File: config.mk
export PLATFORM = sky130hd
export DESIGN_NAME = hspmc_ctrl
export DESIGN_NICKNAME = d
export VERILOG_FILES = /design/src/hw/hspmc_pkg.sv /design/src/hw/hspmc_ctrl.sv
export VERILOG_INCLUDE_DIRS = /design/src /design/src/hw
export SDC_FILE = /design/constraint.sdc
export NUM_CORES = 1
export LEC_CHECK = 0
export BUFFER_PORTS_ARGS = -buffer_cell sky130_fd_sc_hd__buf_4
export CAP_MARGIN = 20
export CORE_AREA = 3 3 99 101
export CTS_BUF_LIST = sky130_fd_sc_hd__clkbuf_16
export CTS_CLUSTER_SIZE = 12
export DETAILED_ROUTE_END_ITERATION = 10
export DIE_AREA = 0 0 102 104
export PLACE_DENSITY_LB_ADDON = 0.12
export SLEW_MARGIN = 40
export SYNTH_ARGS = -nofsm -noshare
export SYNTH_HDL_FRONTEND = slang
export SYNTH_SLANG_ARGS = --single-unit
File: constraint.sdc
create_clock -name clock -period 2.5 [get_ports clock]
set_clock_uncertainty 0.1 [all_clocks]
set_input_delay 0.25 -clock clock [delete_from_list [all_inputs] [get_ports clock]]
set_output_delay 0.25 -clock clock [all_outputs]
set_load 0.03 [all_outputs]
File: src/hw/hspmc_map.svh
// constants for the halt / clock-stop power mode controller
// assumes inclusion by bare name from the design
`ifndef HSPMC_MAP_SVH
`define HSPMC_MAP_SVH
`define HSPMC_REG_CTRL 12'h000
`define HSPMC_REG_STAT 12'h004
`define HSPMC_REG_PORT 12'h008
`define HSPMC_REG_SET 12'h00C
`define HSPMC_CTRL_HALT_BIT 0
`define HSPMC_CTRL_STOP_BIT 1
`define HSPMC_CTRL_REL_LSB 4
`define HSPMC_CTRL_SETTLE_LSB 8
`define HSPMC_PORT_PD_LSB 0
`define HSPMC_PORT_PD_RST 4'h0
`define HSPMC_SETTLE_RST 16'h0400
`define HSPMC_REL_P0D 0
`define HSPMC_REL_CE 1
`define HSPMC_REL_WAKE 2
`endif

File: src/hw/hspmc_pkg.sv
// types for the halt / clock-stop power mode controller
// assumes hspmc_map.svh is on the include path
package hspmc_pkg;
  typedef enum logic [2:0] {
    RUN,
    HALT,
    STOP,
    SETTLE
  } hspmc_state_type;
endpackage

File: src/hw/hspmc_ctrl.sv
// halt / clock-stop power mode controller with apb control registers
// assumes cpu core and peripherals on the same clock; ce and port 0d are pins
//
// Behaviour
// - halt keeps peripherals running from settings
// - clock stop halts oscillator and all activity
// - clock stop reloads control registers to defaults
// - pc held at halt or stop instruction
// - system registers kept; peripherals partly reinitialised
// - timers, synthesizer, adc: halt run, stop off
// - pwm outputs stop, pins become plain outputs
// - serial master stops in halt, slave continues
// - frequency counter stops, pins become inputs
// - tone output stops, pins become port io
// - ports keep state, inputs, output latches
// - synthesizer disabled while chip enable low
// - stop forces port function except listed pins
// - bidirectional directions kept through clock stop
// - upper port 1a stay interrupt inputs
// - adc pins and pull-down enables kept
// - port 1b outputs drive last values
// - port 0d pull-downs software controlled
// - port 0d high level releases stop
// - stay halted tset/2 then resume
// - zero release operand: only reset ends stop
// - stop is nop on ce rise or counter
//
// The register addresses and the APB register port were decided locally.
`timescale 1ns/1ps
`include "hspmc_map.svh"
module hspmc_ctrl (
  input wire logic clock,
  input wire logic arst_n,
  input wire logic clockEnable,
  input wire logic psel,
  input wire logic penable,
  input wire logic pwrite,
  input wire logic [11:0] paddr,
  input wire logic [31:0] pwdata,
  output logic [31:0] prdata,
  output logic pready,
  output logic pslverr,
  input wire logic chipEnablePin,
  input wire logic [3:0] analogInputPort,
  input wire logic wakeIrq,
  input wire logic enableResetCounterActiveFlag,
  input wire logic [15:0] haltPc,
  input wire logic spiExternalClock,
  output logic oscStop,
  output logic cpuHold,
  output logic [15:0] heldPc,
  output logic periphHalt,
  output logic periphStop,
  output logic ctrlRegReload,
  output logic timerRun,
  output logic synthRun,
  output logic adcRun,
  output logic pwmRun,
  output logic serialRun,
  output logic freqCountRun,
  output logic toneRun,
  output logic portForceGeneral,
  output logic portKeepDirection,
  output logic interruptInputPinHigh,
  output logic interruptInputPinLow,
  output logic analogAuxKeep,
  output logic [3:0] analogPullDownEn
);
  hspmc_pkg::hspmc_state_type state_r, state_nxt;
  logic [3:0] relSel_r, relSel_nxt;
  logic [3:0] pullDown_r, pullDown_nxt;
  logic [15:0] settle_r, settle_nxt;
  logic [15:0] count_r, count_nxt;
  logic [15:0] pc_r, pc_nxt;
  logic [31:0] rdata_r, rdata_nxt;
  logic ceMeta_r, ceSync_r, ceLast_r;
  logic [3:0] p0dMeta_r, p0dSync_r;
  logic extMeta_r, extSync_r;
  logic haltReq, stopReq, wr, rd, ceRise, releaseHit;

  // pins pass two flops before any logic reads them
  always_ff @(posedge clock or negedge arst_n) begin
    if (!arst_n) begin
      ceMeta_r <= 1'b0;
      ceSync_r <= 1'b0;
      ceLast_r <= 1'b0;
      p0dMeta_r <= 4'h0;
      p0dSync_r <= 4'h0;
      extMeta_r <= 1'b0;
      extSync_r <= 1'b0;
    end else if (clockEnable) begin
      ceMeta_r <= chipEnablePin;
      ceSync_r <= ceMeta_r;
      ceLast_r <= ceSync_r;
      p0dMeta_r <= analogInputPort;
      p0dSync_r <= p0dMeta_r;
      extMeta_r <= spiExternalClock;
      extSync_r <= extMeta_r;
    end
  end

  assign wr = psel && penable && pwrite;
  assign rd = psel && penable && !pwrite;
  assign pready = 1'b1;
  assign pslverr = 1'b0;
  assign ceRise = ceSync_r && !ceLast_r;
  assign haltReq = wr && paddr == `HSPMC_REG_CTRL && pwdata[`HSPMC_CTRL_HALT_BIT];
  assign stopReq = wr && paddr == `HSPMC_REG_CTRL && pwdata[`HSPMC_CTRL_STOP_BIT];
  // zero operand selects no source, so only reset leaves stop
  assign releaseHit = (relSel_r[`HSPMC_REL_P0D] && |p0dSync_r)
    || (relSel_r[`HSPMC_REL_CE] && ceSync_r)
    || (relSel_r[`HSPMC_REL_WAKE] && wakeIrq);

  always_comb begin
    state_nxt = state_r;
    relSel_nxt = relSel_r;
    pullDown_nxt = pullDown_r;
    settle_nxt = settle_r;
    count_nxt = count_r;
    pc_nxt = pc_r;
    rdata_nxt = rdata_r;
    if (wr && paddr == `HSPMC_REG_PORT) begin
      pullDown_nxt = pwdata[`HSPMC_PORT_PD_LSB +: 4];
    end
    if (wr && paddr == `HSPMC_REG_SET) begin
      settle_nxt = pwdata[15:0];
    end
    case (state_r)
      hspmc_pkg::RUN: begin
        // stop ignored on ce rise or while ce reset counter runs
        if (stopReq && !ceRise && !enableResetCounterActiveFlag) begin
          state_nxt = hspmc_pkg::STOP;
          relSel_nxt = pwdata[`HSPMC_CTRL_REL_LSB +: 4];
          pc_nxt = haltPc;
        end else if (haltReq) begin
          state_nxt = hspmc_pkg::HALT;
          relSel_nxt = pwdata[`HSPMC_CTRL_REL_LSB +: 4];
          pc_nxt = haltPc;
        end
      end
      hspmc_pkg::HALT: begin
        if (releaseHit) begin
          state_nxt = hspmc_pkg::RUN;
        end
      end
      hspmc_pkg::STOP: begin
        if (releaseHit) begin
          state_nxt = hspmc_pkg::SETTLE;
          count_nxt = {1'b0, settle_r[15:1]}; // half the settle time
        end
      end
      hspmc_pkg::SETTLE: begin
        if (count_r <= 16'h0001) begin
          state_nxt = hspmc_pkg::RUN;
        end else begin
          count_nxt = count_r - 16'h0001;
        end
      end
      default: state_nxt = hspmc_pkg::RUN;
    endcase
    if (rd) begin
      case (paddr)
        `HSPMC_REG_CTRL: rdata_nxt = {24'h000000, relSel_r, 4'h0};
        `HSPMC_REG_STAT: rdata_nxt = {16'h0000, pc_r};
        `HSPMC_REG_PORT: rdata_nxt = {28'h0000000, pullDown_r};
        `HSPMC_REG_SET: rdata_nxt = {16'h0000, settle_r};
        default: rdata_nxt = 32'h00000000;
      endcase
    end
  end

  always_ff @(posedge clock or negedge arst_n) begin
    if (!arst_n) begin
      state_r <= hspmc_pkg::RUN;
      relSel_r <= 4'h0;
      pullDown_r <= `HSPMC_PORT_PD_RST;
      settle_r <= `HSPMC_SETTLE_RST;
      count_r <= 16'h0000;
      pc_r <= 16'h0000;
      rdata_r <= 32'h00000000;
    end else if (clockEnable) begin
      state_r <= state_nxt;
      relSel_r <= relSel_nxt;
      pullDown_r <= pullDown_nxt; // kept across halt and stop
      settle_r <= settle_nxt;
      count_r <= count_nxt;
      pc_r <= pc_nxt;
      rdata_r <= rdata_nxt;
    end
  end

  logic inStop, inHalt;
  assign inStop = state_r == hspmc_pkg::STOP;
  assign inHalt = state_r == hspmc_pkg::HALT || state_r == hspmc_pkg::SETTLE;
  assign prdata = rdata_r;
  assign oscStop = inStop;
  assign cpuHold = inStop || inHalt;
  assign heldPc = pc_r;
  assign periphHalt = inHalt;
  assign periphStop = inStop;
  // one-cycle reload pulse on stop entry; system registers untouched
  // gated by the enable so a frozen core never sees a reload without entry
  assign ctrlRegReload = clockEnable && state_r == hspmc_pkg::RUN && state_nxt == hspmc_pkg::STOP;
  assign timerRun = !inStop;
  assign synthRun = !inStop && ceSync_r;
  assign adcRun = !inStop;
  assign pwmRun = !inStop;
  // master stalls in halt since its own clock is gated
  assign serialRun = !inStop && (!inHalt || extSync_r);
  assign freqCountRun = !inStop;
  assign toneRun = !inStop;
  // force and direction overrides only while stopped, released on exit; interrupt and analog keeps always on
  assign portForceGeneral = inStop;
  assign portKeepDirection = inStop;
  assign interruptInputPinHigh = 1'b1;
  assign interruptInputPinLow = 1'b1;
  assign analogAuxKeep = 1'b1;
  assign analogPullDownEn = pullDown_r;
endmodule // hspmc_ctrl

==> results.md, run 1 <==
Global routing:
- The initial antenna violation count was 0.
- The via count of the first global-routing pass is 3439.
- For met2 alone, demand over resource in global routing was 0.326.
- The global-route met1 utilization is 0.286.
- The fraction of met3 tracks used by global routing is 0.0490.
- The final global-route overflow total is 0.
- After global routing, the most crowded layer is met2.
- The global-route wire length before repair is 17.5 mm.
- The maximum number of pins on one net before global-route repair is 46.
- The overall track demand over capacity in global routing is 0.207.

Setup path:
- By startpoint and endpoint, the worst setup path is classified as flop to primary output.
- The start of the worst register-to-register path is ceSync_r.
- The data required time at the worst endpoint is 2.15 ns.
- STA classifies the critical path endpoint as a primary output.
- Data arrives at the worst endpoint at 1.95 ns.
- The source of the critical timing path is state_r[2].
- The startpoint type of the worst setup path is a flop.
- Of all nets on the critical path, the largest fanout is 8.

Layout:
- The count of fill cells added during filler insertion is 743.
- The net count reported at finish is 587.
- For this run, the share of the core covered by cells in the final layout is 0.622.
- The finished cells cover 5670 um^2.
- In the final layout, the share of cells above drive strength 1 is 0.403.
- The area added between synthesis and finish is 25.1%.
- In the final layout, the multi-input gates occupy 2040 um^2.
- The number of antenna diodes in the final layout is 0.
- The storage element area is 2200 um^2.

Die:
- The initial core utilization is 0.498.
- The row count is 35.
- The floorplan step defined a die boundary enclosing 10600 um^2.
- The area of the core is 9110 um^2.
- The height of the die is 104 um.
- The number of top-level design ports is 145.
- The die width is 102 um.

Flow run:
- The reported max-cap violation count is 0.

Clocking:
- The number of clock buffers added by TritonCTS is 9.
- CTS built an H-tree with a depth of 3.
- The clock passes through at most 2 buffers.
- TritonCTS built the clock tree.
- The master cell of the clock root buffer is sky130_fd_sc_hd__clkbuf_16.
- The clock sink count is 88.
- Clock-pin slew was measured on the worst setup and hold paths at 0.06 ns.
- The insertion delay to the later sink of the worst-skew pair is 0.33 ns.

Placement:
- The routability congestion estimate is 0.876.
- The post-DP HPWL is 8.03 mm.
- The worst setup slack after placement is 0.289 ns.
- After detailed placement, the total cell area comes to 5370 um^2.
- The port buffer count is 107.

Synth:
- The most used flip-flop cell after synthesis is sky130_fd_sc_hd__dfrtp_1.
- The yosys synthesis warning count is 0.
- The number of flops mapped to enable cells by yosys is 0.
- Ranked by instance count, the synthesized netlist is headed by 87 x sky130_fd_sc_hd__dfrtp_1, 52 x sky130_fd_sc_hd__mux2_2, 31 x sky130_fd_sc_hd__nand2_1.
- The synthesized netlist contains 61 unique library cells.
- The async set or reset register ratio after synthesis is 1.00.
- Synthesis produced a netlist whose cell count is 408.
- Of the synthesized area, sequential elements account for 0.486.
- The post-synthesis instance area is 4530 um^2.
- The most common cell in the synthesized netlist is sky130_fd_sc_hd__dfrtp_1.
- The per-instance average area after synthesis is 11.1 um^2.
- The largest area contributor in the synthesized netlist is sky130_fd_sc_hd__dfrtp_1.
- Sorting the synthesized cells by area gives the leading types as sky130_fd_sc_hd__dfrtp_1 48%, sky130_fd_sc_hd__mux2_2 13%, sky130_fd_sc_hd__buf_4 5.0%.
- In this run, synthesis produced a sequential element count of 88.
- Of the post-synthesis cell area, the dominant cell type holds 0.480.

STA:
- The pin slew with the least headroom to its limit is 0.594 ns.
- Adding up every negative setup slack in the final design gives 0 ns.
- Derived from the worst setup path, the maximum achievable clock frequency is 435 MHz.
- Setup violations remaining at the end of the flow were counted as 0.
- Setup repair after global routing left no endpoint under its margin.
- The share of the clock period used by the worst path is 0.920.
- Headroom to the max-slew limit came out at 0.604.
- The final critical-path setup slack is 0.199 ns.
- The hold violation count in the final report was 0.
- The number of slew-limit violations in the final report is 0.
- The smallest clock period supported by the final layout is computed as 2.30 ns.

Power and ir drop:
- The ratio of total power to cell area is 539 nW/um^2.
- Total power for the finished layout comes to 3.05 mW.
- The leakage component of the power is 2.71 nW.
- The worst vdd rail ir drop is 344 uV.

Worst hold path:
- The worst hold path begins at clockEnable.
- The class of the worst hold path is input port to flop.

Route:
- After detailed routing, the number of vias per cell comes to 5.62.
- The total wire length after detailed routing is 10.8 mm.
- Dividing the detail-routed wire length by the instance count gives 17.2 um.
- After detailed routing, the number of remaining DRC violations is 0.
- The first-iteration detailed-routing DRC count is 142.
- The detail route stage leaves a number of antenna-violating nets equal to 0.
- The first TritonRoute pass finished after 4 iterations.
- Detailed routing inserted a total of 3524 vias.

Status:
- The flow ran to the end, and the final reports show no timing, DRC or antenna violations.
-- sequential cells by signal, indices dropped and copies added (netlist names), 3 cells and up --
name,count
prdata,16
p0dMeta_r,4
count_r,16
settle_r,16
analogPullDownEn,4
relSel_r,4
state_r,3
p0dSync_r,4
heldPc,16
-- area by class of cell --
| type | instances | area share |
|---|---|---|
| inverters | 10 | 0.00662 |
| clock inverters | 7 | 0.0110 |
| clock buffers | 9 | 0.0397 |
| well taps | 111 | 0.0245 |
| multi-input cells | 276 | 0.360 |
| repair buffers | 126 | 0.169 |
| flip-flops and latches | 88 | 0.389 |
-- worst max-delay path, cell delays in order, from the launching register on --
cell	delay, ns
sky130_fd_sc_hd__dfrtp_1	0.47
sky130_fd_sc_hd__nor4b_2	0.29
sky130_fd_sc_hd__nand3_1	0.14
sky130_fd_sc_hd__nor3_1	0.26
sky130_fd_sc_hd__nand3_1	0.15
sky130_fd_sc_hd__nor2_1	0.14
sky130_fd_sc_hd__buf_4	0.18
-- where the power goes --
part / internal (mW) / switching (mW)
clock network: 0.764 / 0.539
logic: 0.114 / 0.152
registers: 1.46 / 0.0250
total: 2.34 / 0.716
-- final timing paths --
path / depth (start not counted) / end / slack (ns)
max: 6 / ctrlRegReload / 0.20
min: 2 / state_r[2] / 0.01
max reg2reg: 6 / heldPc[8] / 0.28
min reg2reg: 2 / prdata[0] / 0.38
max in group asynchronous: 3 / settle_r[10] / 1.23
min in group asynchronous: 2 / heldPc[0] / 0.37
-- kinds of logic (layout without fill, tap and decap cells) --
| kind of cell | Yosys count | count (layout) | synth area share |
|---|---|---|---|
| AO/OA/AOI/OAI | 87 | 87 | 0.136 |
| multiplexers | 70 | 70 | 0.174 |
| AND/OR/NAND/NOR | 96 | 96 | 0.115 |
| flip-flops | 88 | 88 | 0.486 |
| adder cells (fa/ha/maj) | 2 | 2 | 0.00552 |
| other | 2 | 21 | 0.00166 |
| buffers and inverters | 63 | 152 | 0.0823 |
-- repair_timing --
action,in CTS,in global routing
setup endpoints to repair,0,1
resized for setup,0,1
hold buffers,1,0
endpoints found under the hold margin,44,0
setup buffers,0,0
-- layout by cell type, fill, tap and decap left out, types with 9 or more instances in the layout --
| cell | Yosys | layout |
|---|---|---|
| sky130_fd_sc_hd__mux2i_1 | 13 | 13 |
| sky130_fd_sc_hd__nand2_1 | 31 | 31 |
| sky130_fd_sc_hd__o21ai_0 | 17 | 17 |
| sky130_fd_sc_hd__mux2_2 | 52 | 52 |
| sky130_fd_sc_hd__dfrtp_1 | 87 | 87 |
| sky130_fd_sc_hd__o31ai_1 | 9 | 9 |
| sky130_fd_sc_hd__buf_4 | 30 | 124 |
| sky130_fd_sc_hd__inv_1 | 10 | 10 |
| sky130_fd_sc_hd__a21oi_1 | 13 | 13 |
| sky130_fd_sc_hd__nand3_1 | 9 | 9 |
| sky130_fd_sc_hd__clkbuf_16 | 0 | 9 |
| sky130_fd_sc_hd__nor2_1 | 19 | 19 |
| sky130_fd_sc_hd__conb_1 | 2 | 21 |
-- metal layers --
| metal | wire [um] | up-vias |
|---|---|---|
| li1 | - | 1649 |
| met1 | 4820 | 1736 |
| met2 | 5160 | 130 |
| met3 | 727 | 9 |
| met4 | 96 | 0 |
| met5 | 0 | - |
-- through the flow --
stage          instances  hold WS, ns
2_1_floorplan        427       -0.146
3_3_place_gp         610        0.197
3_5_place_dp         610        0.200
4_1_cts              627      0.00362
5_1_grt              627       0.0112
6_report             627       0.0150
Power figures use the tool's default switching activity.
==> run 2, diff against run 1 <==
PLACE_DENSITY = 0.89   (was default)
PLACE_DENSITY_LB_ADDON = default   (was 0.12)
==> run 2 against run 1 <==
Count of clock-buffer cells in the layout is the same; sequential share of layout area grew 0.12 points; worst hold slack gained 0.027 ns; non-clock buffer count shrank 4; first-iteration DRC count grew 73%; total power grew 1.4%; largest cell class unchanged; largest power group unchanged.
==> results.md, run 2 (synthesized netlist as in run 1, its figures left out) <==
Route:
- The via count was 3518 (-0.17%).
- The length of the first detailed-routing pass in iterations is 5 (+1).
- The total wire length after detailed routing came to 10.7 mm (-0.93%).
- The number of remaining DRC errors is 0 (unchanged).
- The number of vias per cell is 5.65 (+0.47%).
- The first-iteration detailed-routing DRC count was 245 (+73%).
- The number of nets with antenna violations after detailed routing was 0 (unchanged).
- The per-cell routed wire length is 17.2 um (-0.30%).

Clocking:
- The insertion delay to the later sink of the worst-skew pair is 0.34 ns (about the same).
- The number of gates resized after cts came to 0 (unchanged).
- The post-CTS setup-driven buffer insertion count came to 0 (unchanged).
- TritonCTS built the clock tree.
- The maximum clock insertion buffer count was 2 (unchanged).
- The post-cts hold buffer count is 1 (unchanged).
- The clock transition at the registers of the reported paths is 0.07 ns (about the same).
- The root buffer cell chosen for the clock tree is sky130_fd_sc_hd__clkbuf_16.
- The clock sink count is 88 (unchanged).
- The H-tree depth reported by CTS came to 3 (unchanged).
- The TritonCTS buffer count is 9 (unchanged).

Placement:
- The cell area after placement was 5340 um^2 (-0.56%).
- The routability congestion estimate is 0.903 (+3.1%).
- The post-DP HPWL was 7.70 mm (-4.2%).
- The worst setup slack after placement came to 0.306 ns (+0.0169 ns).
- The port buffer count was 107 (unchanged).
- The number of cells in the design after placement came to 606 (-0.66%).

Setup path:
- The cell at the slowest stage of the critical path is sky130_fd_sc_hd__dfrtp_1.
- The maximum fanout along the worst path is 8 (unchanged).
- In this run the worst setup path terminates at ctrlRegReload.
- The critical path capture point type is a primary output.
- Walking the worst path, the cells encountered are nor4b_1 > nand3_1 > nor3_1 > nand3_1 > nor2_1 > buf_4.
- The data arrival at the endpoint of the critical path was 1.97 ns (+0.02 ns).
- The number of buffers and inverters on the critical path is 1 (unchanged).
- The register-to-register setup slack is 0.31 ns (+0.03 ns).
- The kind of critical path is flop to primary output.
- The capture point of the worst reg-to-reg path is heldPc[9].
- The critical path's largest stage delay is 0.47 ns (about the same).
- The cell class contributing the biggest share of worst-path delay is simple AND/OR/NAND/NOR gates.
- The worst reg2reg path depth came to 6 (unchanged).
- The critical path's most frequent cell is sky130_fd_sc_hd__nand3_1.
- The start of the worst register-to-register path is ceSync_r.
- The critical path starts at state_r[2].
- The number of cells on the critical path was 6 (unchanged).
- The data required time at the worst endpoint is 2.15 ns (about the same).
- The worst setup path is launched from a flop.

Power and ir drop:
- The worst vdd rail ir drop is 388 uV (+13%).
- The post-layout total power was 3.10 mW (+1.4%).
- The ratio of total power to cell area is 548 nW/um^2 (+1.8%).
- The leakage component of the power came to 2.70 nW (-0.38%).

STA:
- The pin slew with the least headroom to its limit came to 0.597 ns (+0.00349 ns).
- The share of the clock period used by the worst path came to 0.928 (+0.00721).
- The final hold slack came to 0.0415 ns (+0.0265 ns).
- The hold violation count in the final report came to 0 (unchanged).
- The aggregate negative setup slack is 0 ns (unchanged).
- The number of slew-limit violations in the final report was 0 (unchanged).
- Setup repair after global routing left no endpoint under its margin.
- The final critical-path setup slack is 0.181 ns (-0.0180 ns).
- The count of final setup violators is 0 (unchanged).
- The maximum clock frequency is 431 MHz (-0.78%).
- The minimum clock period after layout was 2.32 ns (+0.0180 ns).
- The tightest slew margin relative to the limit is 0.602 (-0.00233).

Die:
- The height of the die is 104 um (unchanged).
- The die width is 102 um (unchanged).
- The floorplan die area is 10600 um^2 (unchanged).
- The number of top-level design ports was 145 (unchanged).
- The area of the core is 9110 um^2 (unchanged).
- The initial core utilization came to 0.498 (unchanged).
- The row count is 35 (unchanged).

Status:
- The run finished with clean final reports.

Layout:
- The non-filler instance count after layout was 623 (-0.64%).
- The layout cell share with drive strength beyond 1 is 0.402 (-0.000757).
- The area added between synthesis and finish is 24.7%.
- The storage element area came to 2200 um^2 (unchanged).
- Leaving out fill and tap cells, the most frequent cells in the layout are 120 x sky130_fd_sc_hd__buf_4, 87 x sky130_fd_sc_hd__dfrtp_1, 52 x sky130_fd_sc_hd__mux2_2, 31 x sky130_fd_sc_hd__nand2_1, 21 x sky130_fd_sc_hd__conb_1.
- The total area of multi-input combinational cells is 2030 um^2 (-0.31%).
- The net count reported at finish is 583 (-0.68%).
- The count of antenna diodes in the layout came to 0 (unchanged).
- The end-of-flow core utilization is 0.620 (-0.00192).
- The library cell used most frequently in the layout, excluding fill and tap cells, is sky130_fd_sc_hd__buf_4.
- The count of fill cells added during filler insertion was 712 (-4.2%).
- The post-layout instance area is 5650 um^2 (-0.31%).

Global routing:
- The via count of the first global-routing pass is 3624 (+5.4%).
- The global-route met1 utilization is 0.287 (+0.000564).
- The met2 layer usage reported by global route came to 0.341 (+0.0153).
- The final global-route overflow total is 0 (unchanged).
- met2 is the most crowded layer.
- The overall track demand over capacity in global routing came to 0.211 (+0.00434).
- The initial antenna violation count is 0 (unchanged).
- The global-route wire length before repair is 18.0 mm (+3.3%).
- The maximum number of pins on one net before global-route repair is 47 (+2.2%).
- The fraction of met3 tracks used by global routing is 0.0355 (-0.0134).

Flow run:
- The reported max-cap violation count is 0 (unchanged).

Worst hold path:
- The startpoint of the lowest-slack hold path is haltPc[8].
- The class of the worst hold path is input port to flop.
==> run 2: cell count changes in the layout (fill, tap and decap cells not counted), sizes merged <==
cell	delta
buf	-4
clkinvlp	-1
inv	+1
==> run 2: final cells by class <==
class | count | share of cell area
sequential | 88 | 0.390
tap | 111 | 0.0246
clock inverter | 7 | 0.0144
clock buffer | 9 | 0.0398
inverter | 10 | 0.00664
timing repair buffer | 122 | 0.165
multi-input combinational | 276 | 0.360
==> run 2: worst reg2reg max path, delay by kind of cell (launching register included) <==
family,cells,cell delay [ns]
AND/OR/NAND/NOR,3,0.69
flip-flops,1,0.44
multiplexers,1,0.38
buffers and inverters,1,0.31
AO/OA/AOI/OAI,1,0.16
==> run 2: worst min-delay path by stage <==
stage / end / cells after the start
global placement: prdata[9] / 1
finish: heldPc[8] / 2
global route: settle_r[10] / 2
CTS: heldPc[4] / 2
floorplan: analogPullDownEn[0] / 0
detailed placement: prdata[9] / 1
==> run 2: layer usage <==
layer	wire length, um	part of all wire	up-vias
met5	0	0	-
met4	178	0.017	0
met3	577	0.054	18
met2	5420	0.51	131
met1	4530	0.42	1736
li1	-	-	1633
==> run 2: where the power goes <==
group          internal (mW)  leakage [nW]  switching [mW]  total (mW)
combinational          0.111          1.38           0.149       0.261
sequential              1.46          1.17          0.0257        1.49
clock                  0.786         0.151           0.566        1.35
total                   2.36          2.70           0.741        3.10
==> run 3, diff against run 2 <==
==> constraint.sdc (replaced) <==
create_clock -name clock -period 2.2 [get_ports clock]
set_clock_uncertainty 0.1 [all_clocks]
set_input_delay 0.11 -clock clock [delete_from_list [all_inputs] [get_ports clock]]
set_output_delay 0.11 -clock clock [all_outputs]
set_load 0.03 [all_outputs]
==> run 3 against run 2 <==
Combinational power grew 43%; clock power grew 4%; first-iteration DRC count grew 16%; sequential cell count is the same; largest cell class unchanged.
==> results.md, run 3 (synthesized netlist as in run 1, its figures left out) <==
Placement:
- The post-DP HPWL is 7.90 mm (+2.6%).
- The routability congestion estimate is 0.901 (-0.22%).
- The port buffer count is 107 (unchanged).
- The cell area after placement is 5410 um^2 (+1.4%).

STA:
- The hold violation count in the final report is 0 (unchanged).
- Timing would allow up to 467 MHz.
- The aggregate negative setup slack is 0 ns (unchanged).
- The number of slew-limit violations in the final report is 0 (unchanged).
- The count of final setup violators came to 0 (unchanged).
- The share of the clock period used by the worst path is 0.973.
- The pin slew with the least headroom to its limit is 0.615 ns (+0.0176 ns).
- The tightest slew margin relative to the limit was 0.590 (-0.0117).
- Subtracting the final worst setup slack from the clock period gives 2.14 ns.

Setup path:
- The critical path goes through o41ai_1 > buf_4 > a2111o_1 > buf_4 > or4_1 > nand3_1.
- The slowest stage of the critical path belongs to the cell sky130_fd_sc_hd__a2111o_1.
- The critical path's most frequent cell is sky130_fd_sc_hd__buf_4.
- The data required time at the worst endpoint is 2.37 ns (+0.22 ns).
- The cell class contributing the biggest share of worst-path delay is compound AO/OA/AOI/OAI gates.
- The maximum fanout along the worst path is 11 (+3).
- The startpoint type of the worst setup path is a flop.
- The critical path capture point type is a flop.
- The critical path's largest stage delay is 0.54 ns (+0.07 ns).
- The worst reg2reg path depth is 6 (unchanged).
- The worst register-to-register path begins at relSel_r[0].
- The worst setup path is of the flop to flop kind.
- The capture point of the worst reg-to-reg path is count_r[9].
- The data arrival at the endpoint of the critical path is 2.31 ns (+0.34 ns).
- The register-to-register setup slack is 0.06 ns (-0.25 ns).
- The number of buffers and inverters on the critical path is 2 (+1).

Die:
- The number of top-level design ports is 145 (unchanged).
- The area of the core is 9110 um^2 (unchanged).
- The initial core utilization came to 0.498 (unchanged).
- The height of the die is 104 um (unchanged).
- The die width was 102 um (unchanged).
- The floorplan die area is 10600 um^2 (unchanged).
- The row count was 35 (unchanged).

Route:
- The via count is 3812 (+8.4%).
- The number of nets with antenna violations after detailed routing is 0 (unchanged).
- The total wire length after detailed routing was 12.1 mm (+13%).
- The number of remaining DRC errors came to 0 (unchanged).
- The first-iteration detailed-routing DRC count came to 283 (+16%).
- The length of the first detailed-routing pass in iterations is 5 (unchanged).
- The number of vias per cell was 5.67 (+0.46%).
- The per-cell routed wire length is 18.0 um (+4.8%).

Power and ir drop:
- The post-layout total power is 3.47 mW (+12%).
- The leakage component of the power is 2.90 nW (+7.5%).
- The ratio of total power to cell area was 565 nW/um^2 (+3.1%).
- The worst vdd rail ir drop is 408 uV (+5.3%).

Layout:
- The library cell used most frequently in the layout, excluding fill and tap cells, is sky130_fd_sc_hd__buf_4.
- The area growth from synthesis to layout is 35.3%.
- The net count reported at finish is 632 (+8.4%).
- The layout cell share with drive strength beyond 1 is 0.399 (-0.00306).
- The top cell types in the final layout, fill and taps aside, are 128 x sky130_fd_sc_hd__buf_4, 86 x sky130_fd_sc_hd__dfrtp_1, 52 x sky130_fd_sc_hd__mux2_2, 40 x sky130_fd_sc_hd__dlygate4sd3_1, 31 x sky130_fd_sc_hd__nand2_1.
- The post-layout instance area is 6130 um^2 (+8.5%).
- The end-of-flow core utilization is 0.673 (+0.0530).
- The count of antenna diodes in the layout is 0 (unchanged).

Worst hold path:
- The cell depth of the worst min-delay path came to 4 (+2).
- The startpoint of the lowest-slack hold path is paddr[6].
- The min-delay analysis places its worst path in the category input port to flop.
- The worst min-delay path endpoint is prdata[3].

Global routing:
- The global-route wire length before repair came to 19.4 mm (+7.8%).
- The via count of the first global-routing pass was 3876 (+7.0%).
- The initial antenna violation count came to 0 (unchanged).
- The maximum number of pins on one net before global-route repair is 47 (unchanged).
- The final global-route overflow total is 0 (unchanged).
- The overall track demand over capacity in global routing was 0.231 (+0.0192).

Clocking:
- The master cell of the clock root buffer is sky130_fd_sc_hd__clkbuf_16.
- The TritonCTS buffer count came to 9 (unchanged).
- The clock transition at the registers of the reported paths is 0.06 ns (about the same).
- TritonCTS built the clock tree.
- The H-tree depth reported by CTS is 3 (unchanged).
- The maximum clock insertion buffer count is 2 (unchanged).
- The clock sink count was 88 (unchanged).
- The insertion delay to the later sink of the worst-skew pair is 0.35 ns (about the same).

Flow run:
- The reported max-cap violation count is 0 (unchanged).

Status:
- The run finished with clean final reports.
run 3: changes by cell type in the layout (fill, tap and decap cells not counted), moves of 3 or more:
| cell | delta |
|---|---|
| sky130_fd_sc_hd__buf_4 | +8 |
| sky130_fd_sc_hd__clkinv_4 | -3 |
| sky130_fd_sc_hd__clkinvlp_4 | +3 |
| sky130_fd_sc_hd__dlygate4sd3_1 | +39 |
run 3: metal layers:
layer	vias to the layer above	track usage	routed length (um)
li1	1729	-	-
met1	1908	0.293	4960
met2	155	0.389	6300
met3	20	0.0476	644
met4	0	0.0750	199
met5	-	0	0
run 3: worst max-delay path by stage:
stage / from / endpoint / depth (start not counted)
2_1_floorplan: state_r[1] / serialRun / 5
3_3_place_gp: relSel_r[0] / count_r[9] / 6
3_5_place_dp: ceSync_r / heldPc[14] / 6
4_1_cts: ceSync_r / heldPc[9] / 6
5_1_grt: state_r[2] / ctrlRegReload / 6
6_report: relSel_r[0] / count_r[9] / 6
run 3: what timing repair did:
| item | 4_1_cts | 5_1_grt |
|---|---|---|
| endpoints found under the setup margin | 1 | 27 |
| buffers inserted | 0 | 2 |
| resized for setup | 1 | 10 |
| hold endpoints to repair | 91 | 0 |
| pin swaps | 0 | 2 |
| hold buffers | 40 | 0 |
run 3: where the power goes:
| part | switching (mW) | internal, mW |
|---|---|---|
| Combinational | 0.194 | 0.180 |
| Clock | 0.641 | 0.764 |
| Sequential | 0.0300 | 1.66 |
run 3: stage by stage:
step	worst slack, ns	std cells	hold WS (ns)
after global placement	0.133	614	0.0561
after global routing	-0.0456	672	0.121
after CTS	0.0133	670	0.101
final	0.0587	672	0.107
after floorplan	0.244	427	-0.286
after detailed placement	0.0279	614	0.0629
run 3: cell type report:
cell class / instances / area, um^2
Multi-Input combinational cell: 276 / 2070
Sequential cell: 88 / 2200
Inverter: 10 / 37.5
Clock buffer: 9 / 225
Clock inverter: 7 / 48.8
Fill cell: 640 / 2970
Timing Repair Buffer: 171 / 1410
Tap cell: 111 / 139
run 3: worst register-to-register path: stages, from the launching register on:
cell and delay (ns):
sky130_fd_sc_hd__dfrtp_1 0.37, sky130_fd_sc_hd__o41ai_1 0.08, sky130_fd_sc_hd__buf_4 0.15, sky130_fd_sc_hd__a2111o_1 0.54, sky130_fd_sc_hd__buf_4 0.25, sky130_fd_sc_hd__or4_1 0.48
sky130_fd_sc_hd__nand3_1 0.09
